<file path="src/shared/hbp_pkg.sv">
// Constants shared by the host bus port design
package hbp_pkg;

  // ----------------------------------------------------------------
  // Register byte offsets
  // ----------------------------------------------------------------
  localparam logic [7:0] OFS_CONFIG_REG_FIFTY = 8'h00;
  localparam logic [7:0] OFS_IRQ_STATUS       = 8'h04;
  localparam logic [7:0] OFS_IRQ_MASK         = 8'h08;
  localparam logic [7:0] OFS_BUS_WATCH_TIMER  = 8'h0c;
  localparam logic [7:0] OFS_RX_IRQ_TIMER     = 8'h10;
  localparam logic [7:0] OFS_RX_IRQ_COUNT     = 8'h14;
  localparam logic [7:0] OFS_RX_TALLY         = 8'h18;
  localparam logic [7:0] OFS_PORT_STATUS      = 8'h1c;
  localparam logic [7:0] OFS_CACHE_DATA       = 8'h20;

  // ----------------------------------------------------------------
  // Field positions
  // ----------------------------------------------------------------
  localparam int CFG_UPPER_ADDR_EN = 6;
  localparam int CFG_MII_MODE      = 0;
  localparam int CFG_DMA_MODE      = 1;
  localparam int CFG_BURST_LSB     = 2;
  localparam int IRQ_RX            = 0;
  localparam int IRQ_BUS_ABORT     = 1;
  localparam int IRQ_WRITE_DONE    = 2;
  localparam int IRQ_BITS          = 3;

  // ----------------------------------------------------------------
  // Reset values and encodings
  // ----------------------------------------------------------------
  localparam logic [31:0] CFG_RESET      = 32'h0000_0000;
  localparam logic [15:0] WATCH_RESET    = 16'h00ff;
  localparam logic [15:0] RX_TIMER_RESET = 16'h0000;
  localparam logic [7:0]  RX_COUNT_RESET = 8'h01;
  localparam logic [1:0]  BURST_X1       = 2'h0;
  localparam logic [1:0]  BURST_X2       = 2'h1;
  localparam logic [1:0]  BURST_X4       = 2'h2;
  localparam logic [1:0]  RESP_OKAY      = 2'h0;
  localparam logic [1:0]  RESP_SLVERR    = 2'h2;

  // ----------------------------------------------------------------
  // Timing and packet memory requester count
  // ----------------------------------------------------------------
  localparam int CLK_HZ          = 20_000_000;
  localparam int TICK_NS         = 1000;
  localparam int TICK_CYCLES     = (TICK_NS * (CLK_HZ / 1_000_000)) / 1000;
  localparam int SRAM_REQUESTERS = 3;

endpackage : hbp_pkg

</file>
<file path="src/hdl/hbp_arbiter.sv">
// Round robin grant among packet memory requesters
module hbp_arbiter
  import hbp_pkg::*;
(
  input  wire logic                       aclk,
  input  wire logic                       aresetn,
  input  wire logic [SRAM_REQUESTERS-1:0] req,
  output logic      [SRAM_REQUESTERS-1:0] grant
);

  typedef struct packed {
    logic [SRAM_REQUESTERS-1:0] grant;
    logic [1:0]                 last;
  } hbp_arb_s;

  hbp_arb_s st, next_st;

  // Rotating priority so no requester starves
  always_comb begin
    logic [1:0] idx;
    idx = 2'h0;
    next_st = st;
    next_st.grant = '0;
    for (int k = 1; k <= SRAM_REQUESTERS; k++) begin
      idx = 2'((int'(st.last) + k) % SRAM_REQUESTERS);
      if (next_st.grant == '0 && req[idx]) begin
        next_st.grant[idx] = 1'b1;
        next_st.last = idx;
      end
    end
  end

  always_ff @(posedge aclk) begin
    if (!aresetn) begin
      st <= '0;
    end else begin
      st <= next_st;
    end
  end

  assign grant = st.grant;

  one_grant_a: assert property (@(posedge aclk) disable iff (!aresetn)
    $onehot0(grant)) else $error("more than one memory grant");
  grant_req_a: assert property (@(posedge aclk) disable iff (!aresetn)
    (req != '0) |=> (grant != '0)) else $error("request not granted");

endmodule : hbp_arbiter

</file>
<file path="src/hdl/hbp_host_port.sv">
// Host bus port: pins, burst reads, watch timer, receive irq pacing
// Notes on behaviour
// - Width select picks 32 or 16 bit access
// - Upper address bits zero until decode enabled
// - MII mode reuses upper address pins
// - Write done ready rises after data captured
// - Burst reads x1 x2 x4 from cache
// - Two handshake signals for data port
// - Request low asks burst; ack low during
// - Data port or host DMA access
// - Arbiter shares memory among three requesters
// - Watch timer aborts overlong host access
// - Asynchronous 32 bit host bus
// - Receive irq paced by timer and count
// - Access only while chip select low
// - Active low open drain interrupt
//
// Added by the designer: the register offsets and the AXI4-Lite register port.
module hbp_host_port
  import hbp_pkg::*;
(
  input  wire logic        aclk,
  input  wire logic        aresetn,
  input  wire logic [31:0] s_axi_awaddr,
  input  wire logic        s_axi_awvalid,
  output logic             s_axi_awready,
  input  wire logic [31:0] s_axi_wdata,
  input  wire logic [3:0]  s_axi_wstrb,
  input  wire logic        s_axi_wvalid,
  output logic             s_axi_wready,
  output logic [1:0]       s_axi_bresp,
  output logic             s_axi_bvalid,
  input  wire logic        s_axi_bready,
  input  wire logic [31:0] s_axi_araddr,
  input  wire logic        s_axi_arvalid,
  output logic             s_axi_arready,
  output logic [31:0]      s_axi_rdata,
  output logic [1:0]       s_axi_rresp,
  output logic             s_axi_rvalid,
  input  wire logic        s_axi_rready,
  input  wire logic        host_width_select,
  input  wire logic        chip_select_n,
  input  wire logic        host_rd_n,
  input  wire logic        host_wr_n,
  input  wire logic [15:1] host_addr,
  input  wire logic [31:0] host_data_in,
  output logic      [31:0] host_data_out,
  output logic             host_data_oe,
  output logic             write_done_ready,
  output logic             burst_request_n,
  input  wire logic        burst_ack_n,
  output logic             irq_out_n,
  output logic             irq_out_oe,
  output logic [3:0]       mii_rx,
  input  wire logic        rx_packet_done,
  input  wire logic [31:0] rx_buffer_word,
  input  wire logic        rx_buffer_valid,
  input  wire logic        tx_dma_req,
  input  wire logic        rx_dma_req,
  output logic      [2:0]  sram_grant,
  output logic      [31:0] host_write_word,
  output logic             host_write_strobe
);

  typedef enum logic [1:0] {HS_IDLE, HS_WRITE, HS_READ, HS_END} hbp_host_e;

  typedef struct packed {
    logic [2:0]  rd_s, wr_s, cs_s, ack_s;
    logic [3:0]  a_s1, a_s2, a_s3;
    hbp_host_e   hs;
    logic        aw_seen, w_seen;
    logic [7:0]  aw_addr;
    logic [31:0] w_data;
    logic        bvalid, rvalid, arready, awrdy, wrdy;
    logic [31:0] rdata;
    logic [1:0]  rresp, bresp;
    logic [31:0] cfg;
    logic [IRQ_BITS-1:0] status, mask;
    logic [15:0] watch_lim, watch_cnt, rx_tim_lim, rx_tim_cnt;
    logic [7:0]  rx_cnt_lim, rx_pend, tally;
    logic [4:0]  tick;
    logic [3:0][31:0] cache;
    logic [2:0]  fill, beat;
    logic [31:0] dout;
    logic        doe, wdr, breq, irq;
    logic [3:0]  mii;
    logic [31:0] wword;
    logic        wstb;
  } hbp_port_s;

  hbp_port_s st, next_st;
  logic [2:0] grant_w;

  hbp_arbiter u_arb (
    .aclk    (aclk),
    .aresetn (aresetn),
    .req     ({rx_dma_req, tx_dma_req, st.hs != HS_IDLE}),
    .grant   (grant_w)
  );

  // ----------------------------------------------------------------
  // Next state
  // ----------------------------------------------------------------
  always_comb begin
    logic rd_a, wr_a, cs_a, ack_a, tick_p, timeout, sel;
    logic [2:0] blen;
    logic [3:0] upper;
    logic [15:1] eff_addr;
    {rd_a, wr_a, cs_a, ack_a, tick_p, timeout, sel} = '0;
    blen     = 3'h1;
    upper    = 4'h0;
    eff_addr = '0;
    next_st = st;
    // Pins from another domain: third stage confirms the second
    next_st.rd_s  = {st.rd_s[1:0], host_rd_n};
    next_st.wr_s  = {st.wr_s[1:0], host_wr_n};
    next_st.cs_s  = {st.cs_s[1:0], chip_select_n};
    next_st.ack_s = {st.ack_s[1:0], burst_ack_n};
    next_st.a_s1  = host_addr[11:8];
    next_st.a_s2  = st.a_s1;
    next_st.a_s3  = st.a_s2;
    rd_a  = (st.rd_s[2:1] == 2'b00);
    wr_a  = (st.wr_s[2:1] == 2'b00);
    cs_a  = (st.cs_s[2:1] == 2'b00);
    ack_a = (st.ack_s[2:1] == 2'b00);
    upper = (st.a_s2 == st.a_s3) ? st.a_s3 : st.mii;
    // Pins double as MII receive inputs in external mode
    if (st.cfg[CFG_MII_MODE]) next_st.mii = upper;
    eff_addr = host_addr;
    if (st.cfg[CFG_MII_MODE] || !st.cfg[CFG_UPPER_ADDR_EN])
      eff_addr[11:8] = 4'h0;
    sel = (eff_addr[15:8] == 8'h00);
    next_st.tick = (st.tick == 5'(TICK_CYCLES - 1)) ? 5'h0 : st.tick + 5'h1;
    tick_p = (st.tick == 5'(TICK_CYCLES - 1));
    case (st.cfg[CFG_BURST_LSB +: 2])
      BURST_X2: blen = 3'h2;
      BURST_X4: blen = 3'h4;
      default:  blen = 3'h1;
    endcase
    next_st.wstb = 1'b0;
    // Cache fills from the receive buffer while no burst is running
    if (rx_buffer_valid && st.fill < blen && st.hs != HS_READ) begin
      next_st.cache[st.fill[1:0]] = rx_buffer_word;
      next_st.fill = st.fill + 3'h1;
    end
    next_st.breq = !(st.fill == blen && st.hs == HS_IDLE
                     && st.cfg[CFG_DMA_MODE]);
    timeout = (st.hs != HS_IDLE) && (st.watch_cnt >= st.watch_lim);
    next_st.watch_cnt = (st.hs == HS_IDLE) ? 16'h0 :
                        (tick_p ? st.watch_cnt + 16'h1 : st.watch_cnt);
    case (st.hs)
      HS_IDLE: begin
        next_st.wdr = 1'b0;
        next_st.doe = 1'b0;
        if (cs_a && sel && wr_a) begin
          next_st.wword = host_width_select ? {16'h0, host_data_in[15:0]}
                                            : host_data_in;
          next_st.wstb = 1'b1;
          next_st.hs = HS_WRITE;
        end else if (cs_a && sel && rd_a && st.fill != 3'h0 &&
                     (ack_a || !st.cfg[CFG_DMA_MODE])) begin
          // Beat kept, so a burst split over strobes resumes in place
          next_st.hs = HS_READ;
        end
      end
      HS_WRITE: begin
        next_st.wdr = 1'b1;
        if (!wr_a || !cs_a) next_st.hs = HS_END;
      end
      HS_READ: begin
        next_st.doe = cs_a;
        next_st.dout = host_width_select ? {16'h0, st.cache[st.beat[1:0]][15:0]}
                                         : st.cache[st.beat[1:0]];
        if (!rd_a || !cs_a || (st.cfg[CFG_DMA_MODE] && !ack_a)) begin
          next_st.beat = st.beat + 3'h1;
          if (st.beat + 3'h1 >= st.fill) begin
            next_st.fill = 3'h0;
            next_st.beat = 3'h0;
            next_st.hs = HS_END;
          end else if (!cs_a) begin
            next_st.hs = HS_END;
          end
        end
      end
      HS_END: begin
        next_st.wdr = 1'b0;
        next_st.doe = 1'b0;
        if (!wr_a && !rd_a) next_st.hs = HS_IDLE;
      end
      default: next_st.hs = HS_IDLE;
    endcase
    if (timeout) begin
      next_st.hs = HS_IDLE;
      next_st.doe = 1'b0;
      next_st.wdr = 1'b0;
    end
    // Receive pacing: count or timer expiry raises the event
    next_st.rx_tim_cnt = (st.rx_pend == 8'h0) ? 16'h0 :
                         (tick_p ? st.rx_tim_cnt + 16'h1 : st.rx_tim_cnt);
    if (rx_packet_done) begin
      next_st.rx_pend = st.rx_pend + 8'h1;
      next_st.tally = st.tally + 8'h1;
    end
    // ----------------------------------------------------------------
    // Register slave
    // ----------------------------------------------------------------
    next_st.bvalid = st.bvalid && !s_axi_bready;
    next_st.rvalid = st.rvalid && !s_axi_rready;
    next_st.arready = 1'b0;
    if (s_axi_awvalid && !st.aw_seen && !st.bvalid) begin
      next_st.aw_seen = 1'b1;
      next_st.aw_addr = s_axi_awaddr[7:0];
    end
    if (s_axi_wvalid && !st.w_seen && !st.bvalid) begin
      next_st.w_seen = 1'b1;
      next_st.w_data = s_axi_wdata;
    end
    if (st.aw_seen && st.w_seen) begin
      next_st.aw_seen = 1'b0;
      next_st.w_seen = 1'b0;
      next_st.bvalid = 1'b1;
      next_st.bresp = RESP_OKAY;
      case (st.aw_addr)
        OFS_CONFIG_REG_FIFTY: next_st.cfg = st.w_data;
        OFS_IRQ_STATUS:       next_st.status = st.status & ~st.w_data[IRQ_BITS-1:0];
        OFS_IRQ_MASK:         next_st.mask = st.w_data[IRQ_BITS-1:0];
        OFS_BUS_WATCH_TIMER:  next_st.watch_lim = st.w_data[15:0];
        OFS_RX_IRQ_TIMER:     next_st.rx_tim_lim = st.w_data[15:0];
        OFS_RX_IRQ_COUNT:     next_st.rx_cnt_lim = st.w_data[7:0];
        OFS_RX_TALLY:         next_st.tally = next_st.tally - st.w_data[7:0];
        default:              next_st.bresp = RESP_SLVERR;
      endcase
    end
    if (s_axi_arvalid && !st.rvalid && !st.arready) begin
      next_st.arready = 1'b1;
      next_st.rvalid = 1'b1;
      next_st.rresp = RESP_OKAY;
      case (s_axi_araddr[7:0])
        OFS_CONFIG_REG_FIFTY: next_st.rdata = st.cfg;
        OFS_IRQ_STATUS:       next_st.rdata = 32'(st.status);
        OFS_IRQ_MASK:         next_st.rdata = 32'(st.mask);
        OFS_BUS_WATCH_TIMER:  next_st.rdata = 32'(st.watch_lim);
        OFS_RX_IRQ_TIMER:     next_st.rdata = 32'(st.rx_tim_lim);
        OFS_RX_IRQ_COUNT:     next_st.rdata = 32'(st.rx_cnt_lim);
        OFS_RX_TALLY:         next_st.rdata = 32'(st.tally);
        OFS_PORT_STATUS:      next_st.rdata = {22'h0, st.mii, st.fill, st.hs, st.breq};
        OFS_CACHE_DATA:       next_st.rdata = st.cache[0];
        default: begin
          next_st.rdata = 32'h0000_0000;
          next_st.rresp = RESP_SLVERR;
        end
      endcase
    end
    // Set wins over a clear in the same cycle
    if ((st.rx_pend != 8'h0) && (st.rx_pend >= st.rx_cnt_lim ||
        (st.rx_tim_lim != 16'h0 && st.rx_tim_cnt >= st.rx_tim_lim))) begin
      next_st.status[IRQ_RX] = 1'b1;
      next_st.rx_pend = 8'h0;
    end
    if (timeout) next_st.status[IRQ_BUS_ABORT] = 1'b1;
    if (st.hs == HS_WRITE && !st.wdr) next_st.status[IRQ_WRITE_DONE] = 1'b1;
    next_st.irq = |(next_st.status & next_st.mask);
    next_st.awrdy = !next_st.aw_seen && !next_st.bvalid;
    next_st.wrdy  = !next_st.w_seen && !next_st.bvalid;
  end

  always_ff @(posedge aclk) begin
    if (!aresetn) begin
      st <= '0;
      st.rd_s <= 3'h7;
      st.wr_s <= 3'h7;
      st.cs_s <= 3'h7;
      st.ack_s <= 3'h7;
      st.awrdy <= 1'b1;
      st.wrdy <= 1'b1;
      st.hs <= HS_IDLE;
      st.breq <= 1'b1;
      st.cfg <= CFG_RESET;
      st.watch_lim <= WATCH_RESET;
      st.rx_tim_lim <= RX_TIMER_RESET;
      st.rx_cnt_lim <= RX_COUNT_RESET;
    end else begin
      st <= next_st;
    end
  end

  // ----------------------------------------------------------------
  // Outputs
  // ----------------------------------------------------------------
  assign s_axi_awready     = st.awrdy;
  assign s_axi_wready      = st.wrdy;
  assign s_axi_bvalid      = st.bvalid;
  assign s_axi_bresp       = st.bresp;
  assign s_axi_arready     = st.arready;
  assign s_axi_rvalid      = st.rvalid;
  assign s_axi_rdata       = st.rdata;
  assign s_axi_rresp       = st.rresp;
  assign host_data_out     = st.dout;
  assign host_data_oe      = st.doe;
  assign write_done_ready  = st.wdr;
  assign burst_request_n   = st.breq;
  assign irq_out_n         = 1'b0;
  assign irq_out_oe        = st.irq;
  assign mii_rx            = st.mii;
  assign sram_grant        = grant_w;
  assign host_write_word   = st.wword;
  assign host_write_strobe = st.wstb;

  wdr_after_cap_a: assert property (@(posedge aclk) disable iff (!aresetn)
    $rose(write_done_ready) |-> $past(host_write_strobe))
    else $error("ready without captured data");
  no_drive_cs_a: assert property (@(posedge aclk) disable iff (!aresetn)
    (st.cs_s[2:1] == 2'b11) |=> !host_data_oe) else $error("driving while deselected");
  mii_follow_a: assert property (@(posedge aclk) disable iff (!aresetn)
    (st.cfg[CFG_MII_MODE] && st.a_s2 == st.a_s3) |=> (mii_rx == $past(st.a_s3)))
    else $error("mii path broken");
  abort_a: assert property (@(posedge aclk) disable iff (!aresetn)
    (st.hs != HS_IDLE && st.watch_cnt >= st.watch_lim) |=> (st.hs == HS_IDLE))
    else $error("access not aborted");
  irq_level_a: assert property (@(posedge aclk) disable iff (!aresetn)
    |(st.status & st.mask) |-> irq_out_oe) else $error("irq missing");
  rx_count_a: assert property (@(posedge aclk) disable iff (!aresetn)
    (st.rx_pend != 8'h0 && st.rx_pend >= st.rx_cnt_lim) |=> st.status[IRQ_RX])
    else $error("rx pacing irq missing");
  req_cache_a: assert property (@(posedge aclk) disable iff (!aresetn)
    !burst_request_n |-> (st.fill != 3'h0)) else $error("request with empty cache");
  width16_a: assert property (@(posedge aclk) disable iff (!aresetn)
    (host_data_oe && host_width_select && $stable(host_width_select))
    |-> (host_data_out[31:16] == 16'h0)) else $error("upper half driven in 16 bit");

endmodule : hbp_host_port

</file>
<file path="config.mk">
export PLATFORM = sky130hd
export DESIGN_NAME = hbp_host_port
export DESIGN_NICKNAME = d
export VERILOG_FILES = /design/src/shared/hbp_pkg.sv /design/src/hdl/hbp_arbiter.sv /design/src/hdl/hbp_host_port.sv
export SDC_FILE = /design/constraint.sdc
export NUM_CORES = 1
export LEC_CHECK = 0
export BUFFER_PORTS_ARGS = -buffer_cell sky130_fd_sc_hd__buf_2
export CAP_MARGIN = 20
export CORE_ASPECT_RATIO = 1.25
export CORE_UTILIZATION = 52
export DETAILED_ROUTE_END_ITERATION = 12
export MAX_ROUTING_LAYER = met4
export PLACE_DENSITY = 0.78
export SETUP_SLACK_MARGIN = 0.05
export SLEW_MARGIN = 10
export SYNTH_ARGS = -nofsm -noshare
export SYNTH_HDL_FRONTEND = slang
export SYNTH_SLANG_ARGS = --single-unit
</file>
<file path="constraint.sdc">
create_clock -name aclk -period 2.2 [get_ports aclk]
set_input_delay 0.11 -clock aclk [delete_from_list [all_inputs] [get_ports aclk]]
set_output_delay 0.11 -clock aclk [all_outputs]
set_load 0.05 [all_outputs]
</file>
-- Yosys cells after proc, flatten, opt, wreduce, memory -nomap -nowiden
Index checks and enable logic that the tools add are counted.
W data, S select, Z words.
- output and inout port bits: 118
- register bits: 452
- logic and storage cells: 258
- input bits: 195
- bitwise logic cells: 6
- mux-type cells: 57
- $lt $le $gt $ge: 14
- eq/ne operators: 28
- divide/modulo/power cells: 3
- reductions and logical operators: 92
- $add $sub $neg: 11
- operators by type and width (kind ; count):
    $pmux W32 S9 ; 1
    $bwmux W128 ; 1
    $mux W32 ; 4
    $mod A32 B3 Y32 const B ; 3
    $bmux W32 S2 ; 1
    $demux W32 S2 ; 1
    $eq A8 B5 Y1 const B ; 7
    $mux W38 ; 1
    $add A16 B1 Y16 const B ; 2
    $eq A8 B4 Y1 const B ; 4
    $ge A16 B16 Y1 ; 2
    $logic_and A1 B1 Y1 ; 32
    $logic_not A8 Y1 ; 4
    $mux W8 ; 3
    $mux W2 ; 11
    $mux W22 ; 1
    $logic_not A1 Y1 ; 18
    $add A8 B1 Y8 const B ; 2
    $eq A8 B3 Y1 const B ; 2
    $mux W16 ; 1
    $reduce_and A2 Y1 ; 8
    $reduce_bool A16 Y1 ; 1
    $lt A2 B3 Y1 const B ; 5
    $mux W5 ; 3
    other kinds (42) ; 93

-- Depth between registers and ports, before layout
- word-level depth: 13
- depth in mapped cells: 13
- gate-level depth less buffers: 10

-- Cells and area by module
A second synthesis with hierarchy kept.
- cell total of the unflattened synthesis: 2404
- area, all modules: 20509.7 um^2
- modules (own cells, without submodules) (module ; sequential area each (um^2) ; area an instance (um^2) ; cells an instance ; times used):
    hbp_host_port ; 8908.5 ; 19984.2 ; 2339 ; 1
    hbp_arbiter ; 100.1 ; 525.5 ; 65 ; 1

-- Worst setup path after synthesis
OpenSTA, ideal clock, no wires.
- path kind: input port to flip-flop
- from: input rx_packet_done
- to: register st[219] in the netlist's numbering
- library setup time: 0.131 ns
- path buffers: 1
- required time: 2.069 ns
- path slack: -0.039 ns
- arrival: 2.108 ns
- stages: 11
- cells stage by stage: clkbuf_1 -> nand4_1 -> nor2_1 -> xor2_1 -> ha_1 -> or2_2 -> a21oi_1 -> a31oi_1 -> xnor2_1 -> nand3_1 -> nor3b_1
- cells in the longest elaborated chain, start to end: 4
- RTL lines (what ; line ; text):
    start, declared ; hbp_host_port.sv:55 ; input wire logic rx_packet_done,
    $mux W8 (*) ; hbp_host_port.sv:200 ; if (rx_packet_done) begin
    $sub A8 B8 Y8 ; hbp_host_port.sv:230 ; OFS_RX_TALLY: next_st.tally = next_st.tally - st.w_data[7:0];
    $mux W8 ; hbp_host_port.sv:223 ; case (st.aw_addr)
    $mux W8 (*) ; hbp_host_port.sv:218 ; if (st.aw_seen && st.w_seen) begin
    end signal, assigned ; hbp_host_port.sv:283 ; st <= next_st;
    end, declared ; hbp_host_port.sv:91 ; hbp_port_s st, next_st;
Every way passes the cells marked *; elsewhere a longest branch is shown, timed or not.
A chain may end at the register's enable or synchronous reset.

-- Worst setup path in the final report
- from: register st[213] in the netlist's numbering
- to: register st[219] in the netlist's numbering
- cells in the longest elaborated chain, start to end: 5
- RTL lines (what ; line ; text):
    $add A8 B1 Y8 ; hbp_host_port.sv:202 ; next_st.tally = st.tally + 8'h1;
    $mux W8 (*) ; hbp_host_port.sv:200 ;
    $sub A8 B8 Y8 ; hbp_host_port.sv:230 ;
    $mux W8 ; hbp_host_port.sv:223 ;
    $mux W8 (*) ; hbp_host_port.sv:218 ;
Marks and branches as above.

==> summary.md <==
| Metric | Value |
|---|---|
| Min Tclk post-route | `2.24 ns` |
| Worst-Margin Slew | `0.719 ns` |
| Worst Path Class, Setup | `reg -> reg` |
| DRT iter0 DRCs | `1,798` |
| Routed wire per std cell | `20.1 um` |
| # H-tree levels | `2` |
| Reg clk slew, reported paths | `0.06 ns` |
| # clock sinks | `450` |
| Hold Crit Depth | `4` |
| Sw frac | `30.7%` |
| Multiplexer area fraction after synthesis | `7.81%` |
| Core area | `38,300 sq um` |
| Die H | `223 um` |
| Via Count | `18,694` |
| DRC Markers | `0` |
| Sequential fraction of the synthesis area | `44.3%` |
| Post-Synth Simple-Gate Area | `19.6%` |
| Synth area leader | `dfxtp_1` |
| Chip width | `179 um` |
| Gr ovfl total | `0` |
| Critical path peak fanout | `4` |
| Failing checks | `setup timing` |
| Synth warn | `0` |
| Later-pin clock latency in the skew report | `0.58 ns` |
| Max-slew violation count | `0` |
| GP Congestion | `0.975` |
| Hold path startpoint | `s_axi_araddr[0]` |
| Starting Density | `53.0%` |
| Port Buf Inserts | `250` |
| Synth cell types | `77` |
| Worst r2r src | `st[213]` |
| Internal cell power | `16.0 mW` |
| Cell row count | `80` |
| Endpoint, Worst Hold | `s_axi_rdata[5]` |
| Async set-reset flop share out of synthesis | `0%` |
| Clock root buffer | `clkbuf_16` |
| Post-synth EDFFs | `0` |
| Detailed Routing Iterations Pass 1 | `6` |
| CP Capture Type | `register` |
| Type of element launching the critical path | `register` |
| Final Hold Viols | `0` |
| Max Fclk | `446 MHz` |
| Register share of total power | `39.3%` |
| Fin crit share | `102%` |
| Status | `finished with violations` |
| Mean post-synth cell area | `8.58 sq um` |
| Initial antenna violation count | `2` |
| RSZ-0062 raised after global routing | `true` |
| Vias in the first global route | `18,009` |
| Min-Delay Path Class | `in -> reg` |
| Area growth syn-to-layout | `26.3%` |
| Overall routed net length | `64.7 mm` |
| Synth top area share | `44.3%` |
| Ranking of synthesized cells by area | `dfxtp_1, nand2_1, a21oi_1` |
| CTS Buf Count | `45` |
| Clock power frac | `36.7%` |
| First-pass GRT wire length | `94.6 mm` |
| TNS Setup | `-0.0435 ns` |
| Lkg Pwr | `10.2 nW` |
| Critical Path RT | `2.65 ns` |
| Clock Tree Buf Depth | `3` |
| I/O pins | `313` |
| PwrDens | `897 nW/um^2` |
| DIE AREA | `39,900 sq um` |
| Compound-Gate Fraction of Synth Area | `12.9%` |
| Final core utilization | `67.0%` |
| Final WS setup | `-0.0435 ns` |
| Critical R2R Capture | `st[219]` |
| Dominant synthesized flop cell | `dfxtp_1` |
| Worst reg2reg path depth | `10` |
| Skew final | `0.0163 ns` |
| CTS tree | `yes` |
| Detailed Place HPWL | `39.4 mm` |
| Maxcap violations | `0` |
| Switching pwr | `7.07 mW` |
| Slew margin rel. | `52.0%` |
| Setup-failing EPs final | `1` |
| Combinational share of power | `24.0%` |
| Largest family of logic cells by synthesized area | `simple AND/OR/NAND/NOR gates` |
| Synth Area in Adders | `4.78%` |
| Final nets | `2,959` |
| VDD IR max | `0.711 mV` |
| Synth Instances | `2,370` |
| Largest net degree at the start of global routing | `115` |
| Mapped cell area | `20,300 sq um` |
| Via density | `5.81` |
| Flop2flop setup slack | `-0.04 ns` |
| Worst hold slack | `0.0677 ns` |
| Crit path DAT | `2.69 ns` |
| Setup WS pre-CTS | `-0.242 ns` |
| Total GRT Usage | `30.9%` |
| DRT antenna net count | `0` |
| Synth Area in XOR/XNOR | `2.46%` |
| Post-synthesis register bit count | `450` |
| Share of layout cells above drive strength 1 | `22.0%` |
metal layers:
layer	track usage (%)	vias to the layer above	part of all wire [%]
li1	-	8591	-
met1	35.2	8876	36
met2	51.1	937	49
met3	4.53	290	7.7
met4	18.2	0	6.6
met5	-	-	0
cell type report:
| cell class | count | area [sq um] |
|---|---|---|
| inverters | 73 | 282 |
| well taps | 492 | 616 |
| clock buffers | 65 | 1330 |
| multi-input cells | 1598 | 10000 |
| clock inverters | 18 | 298 |
| repair buffers | 519 | 4070 |
| fillers | 2841 | 12700 |
| flip-flops and latches | 450 | 9030 |
| diodes | 2 | 5.00 |
layout by cell type, fill, tap and decap left out, types with 26 or more instances in the layout:
cell	n
nand2_1	500
dfxtp_1	438
a21oi_1	266
buf_2	250
nor2_1	190
dlygate4sd3_1	119
buf_4	114
mux2i_1	81
inv_1	67
ha_1	67
clkbuf_16	59
a22oi_1	35
mux4_2	34
xor2_1	32
nand3_1	26
o21ai_0	26
metrics by stage:
step / area (sq um) / power (mW) / std cells
4_1_cts: 25100 / 22.4 / 3197
2_1_floorplan: 20400 / 12.2 / 2372
3_3_place_gp: 22000 / 13.6 / 2990
6_report: 25700 / 23.0 / 3217
3_5_place_dp: 22000 / 13.7 / 2990
5_1_grt: 25700 / 23.8 / 3217
synth_stat cells, types with 22 or more instances:
library cell	instances
nand2b_1	25
nand3_1	26
xor2_1	32
mux2i_1	81
dfxtp_1	450
a21oi_1	274
o21ai_0	31
xnor2_1	25
clkbuf_1	109
nor2_1	197
ha_1	76
nand2_1	506
a22oi_1	35
mux4_2	34
buf_2	22
buf_4	111
nor3_1	26
inv_1	71
critical path: stages (launching register included):
cell       delay (ns)
dfxtp_2          0.35
ha_1             0.17
nand4_1          0.15
xnor2_1          0.17
ha_1             0.36
buf_4            0.13
o2111ai_2        0.13
a31oi_1          0.24
xnor2_1          0.17
nand3_1          0.10
nor3b_1          0.14
registers in the layout, indices dropped and copies added, names as in the netlist, 2 cells and up:
register and cells:
host_data_out 32, host_write_word 32, mii_rx 4, next_st 16, s_axi_rdata 32, st 317, u_arb.grant 3, u_arb.st 2
what timing repair did:
| action | CTS | global route |
|---|---|---|
| endpoints found under the hold margin | 216 | 0 |
| pin swaps | 25 | 23 |
| resized for setup | 42 | 61 |
| setup buffers | 5 | 8 |
| hold buffers | 119 | 0 |
| setup endpoints to repair | 146 | 165 |
| gates cloned | 1 | 14 |
worst max path at each step:
stage               startpoint          to  slack [ns]
floorplan              st[309]     st[206]       -0.03
global placement       st[286]     st[304]       -0.22
detailed placement     st[286]  irq_out_oe       -0.24
CTS                    st[220]     st[223]       -0.02
global route           st[213]     st[219]       -0.15
finish                 st[213]     st[219]       -0.04
power by group through the flow:
stage,combinational (mW),sequential [mW],clock (mW)
final,5.52,9.06,8.46
after global routing,5.84,9.09,8.86
after CTS,4.85,9.03,8.50
after detailed placement,4.51,9.20,0
after global placement,4.40,9.18,0
after floorplan,3.11,9.11,0
cell families (layout without fill, tap and decap cells):
| family | Yosys count | after routing |
|---|---|---|
| xor gates and xnor gates | 57 | 57 |
| adders and majority gates | 77 | 77 |
| other | 1 | 5 |
| muxes | 116 | 116 |
| and+or+nand+nor | 902 | 902 |
| DFF | 450 | 450 |
| buffers and inverters | 324 | 675 |
| AOI/OAI and AO/OA | 443 | 443 |
Note: power is estimated with default switching activity, not from simulation.
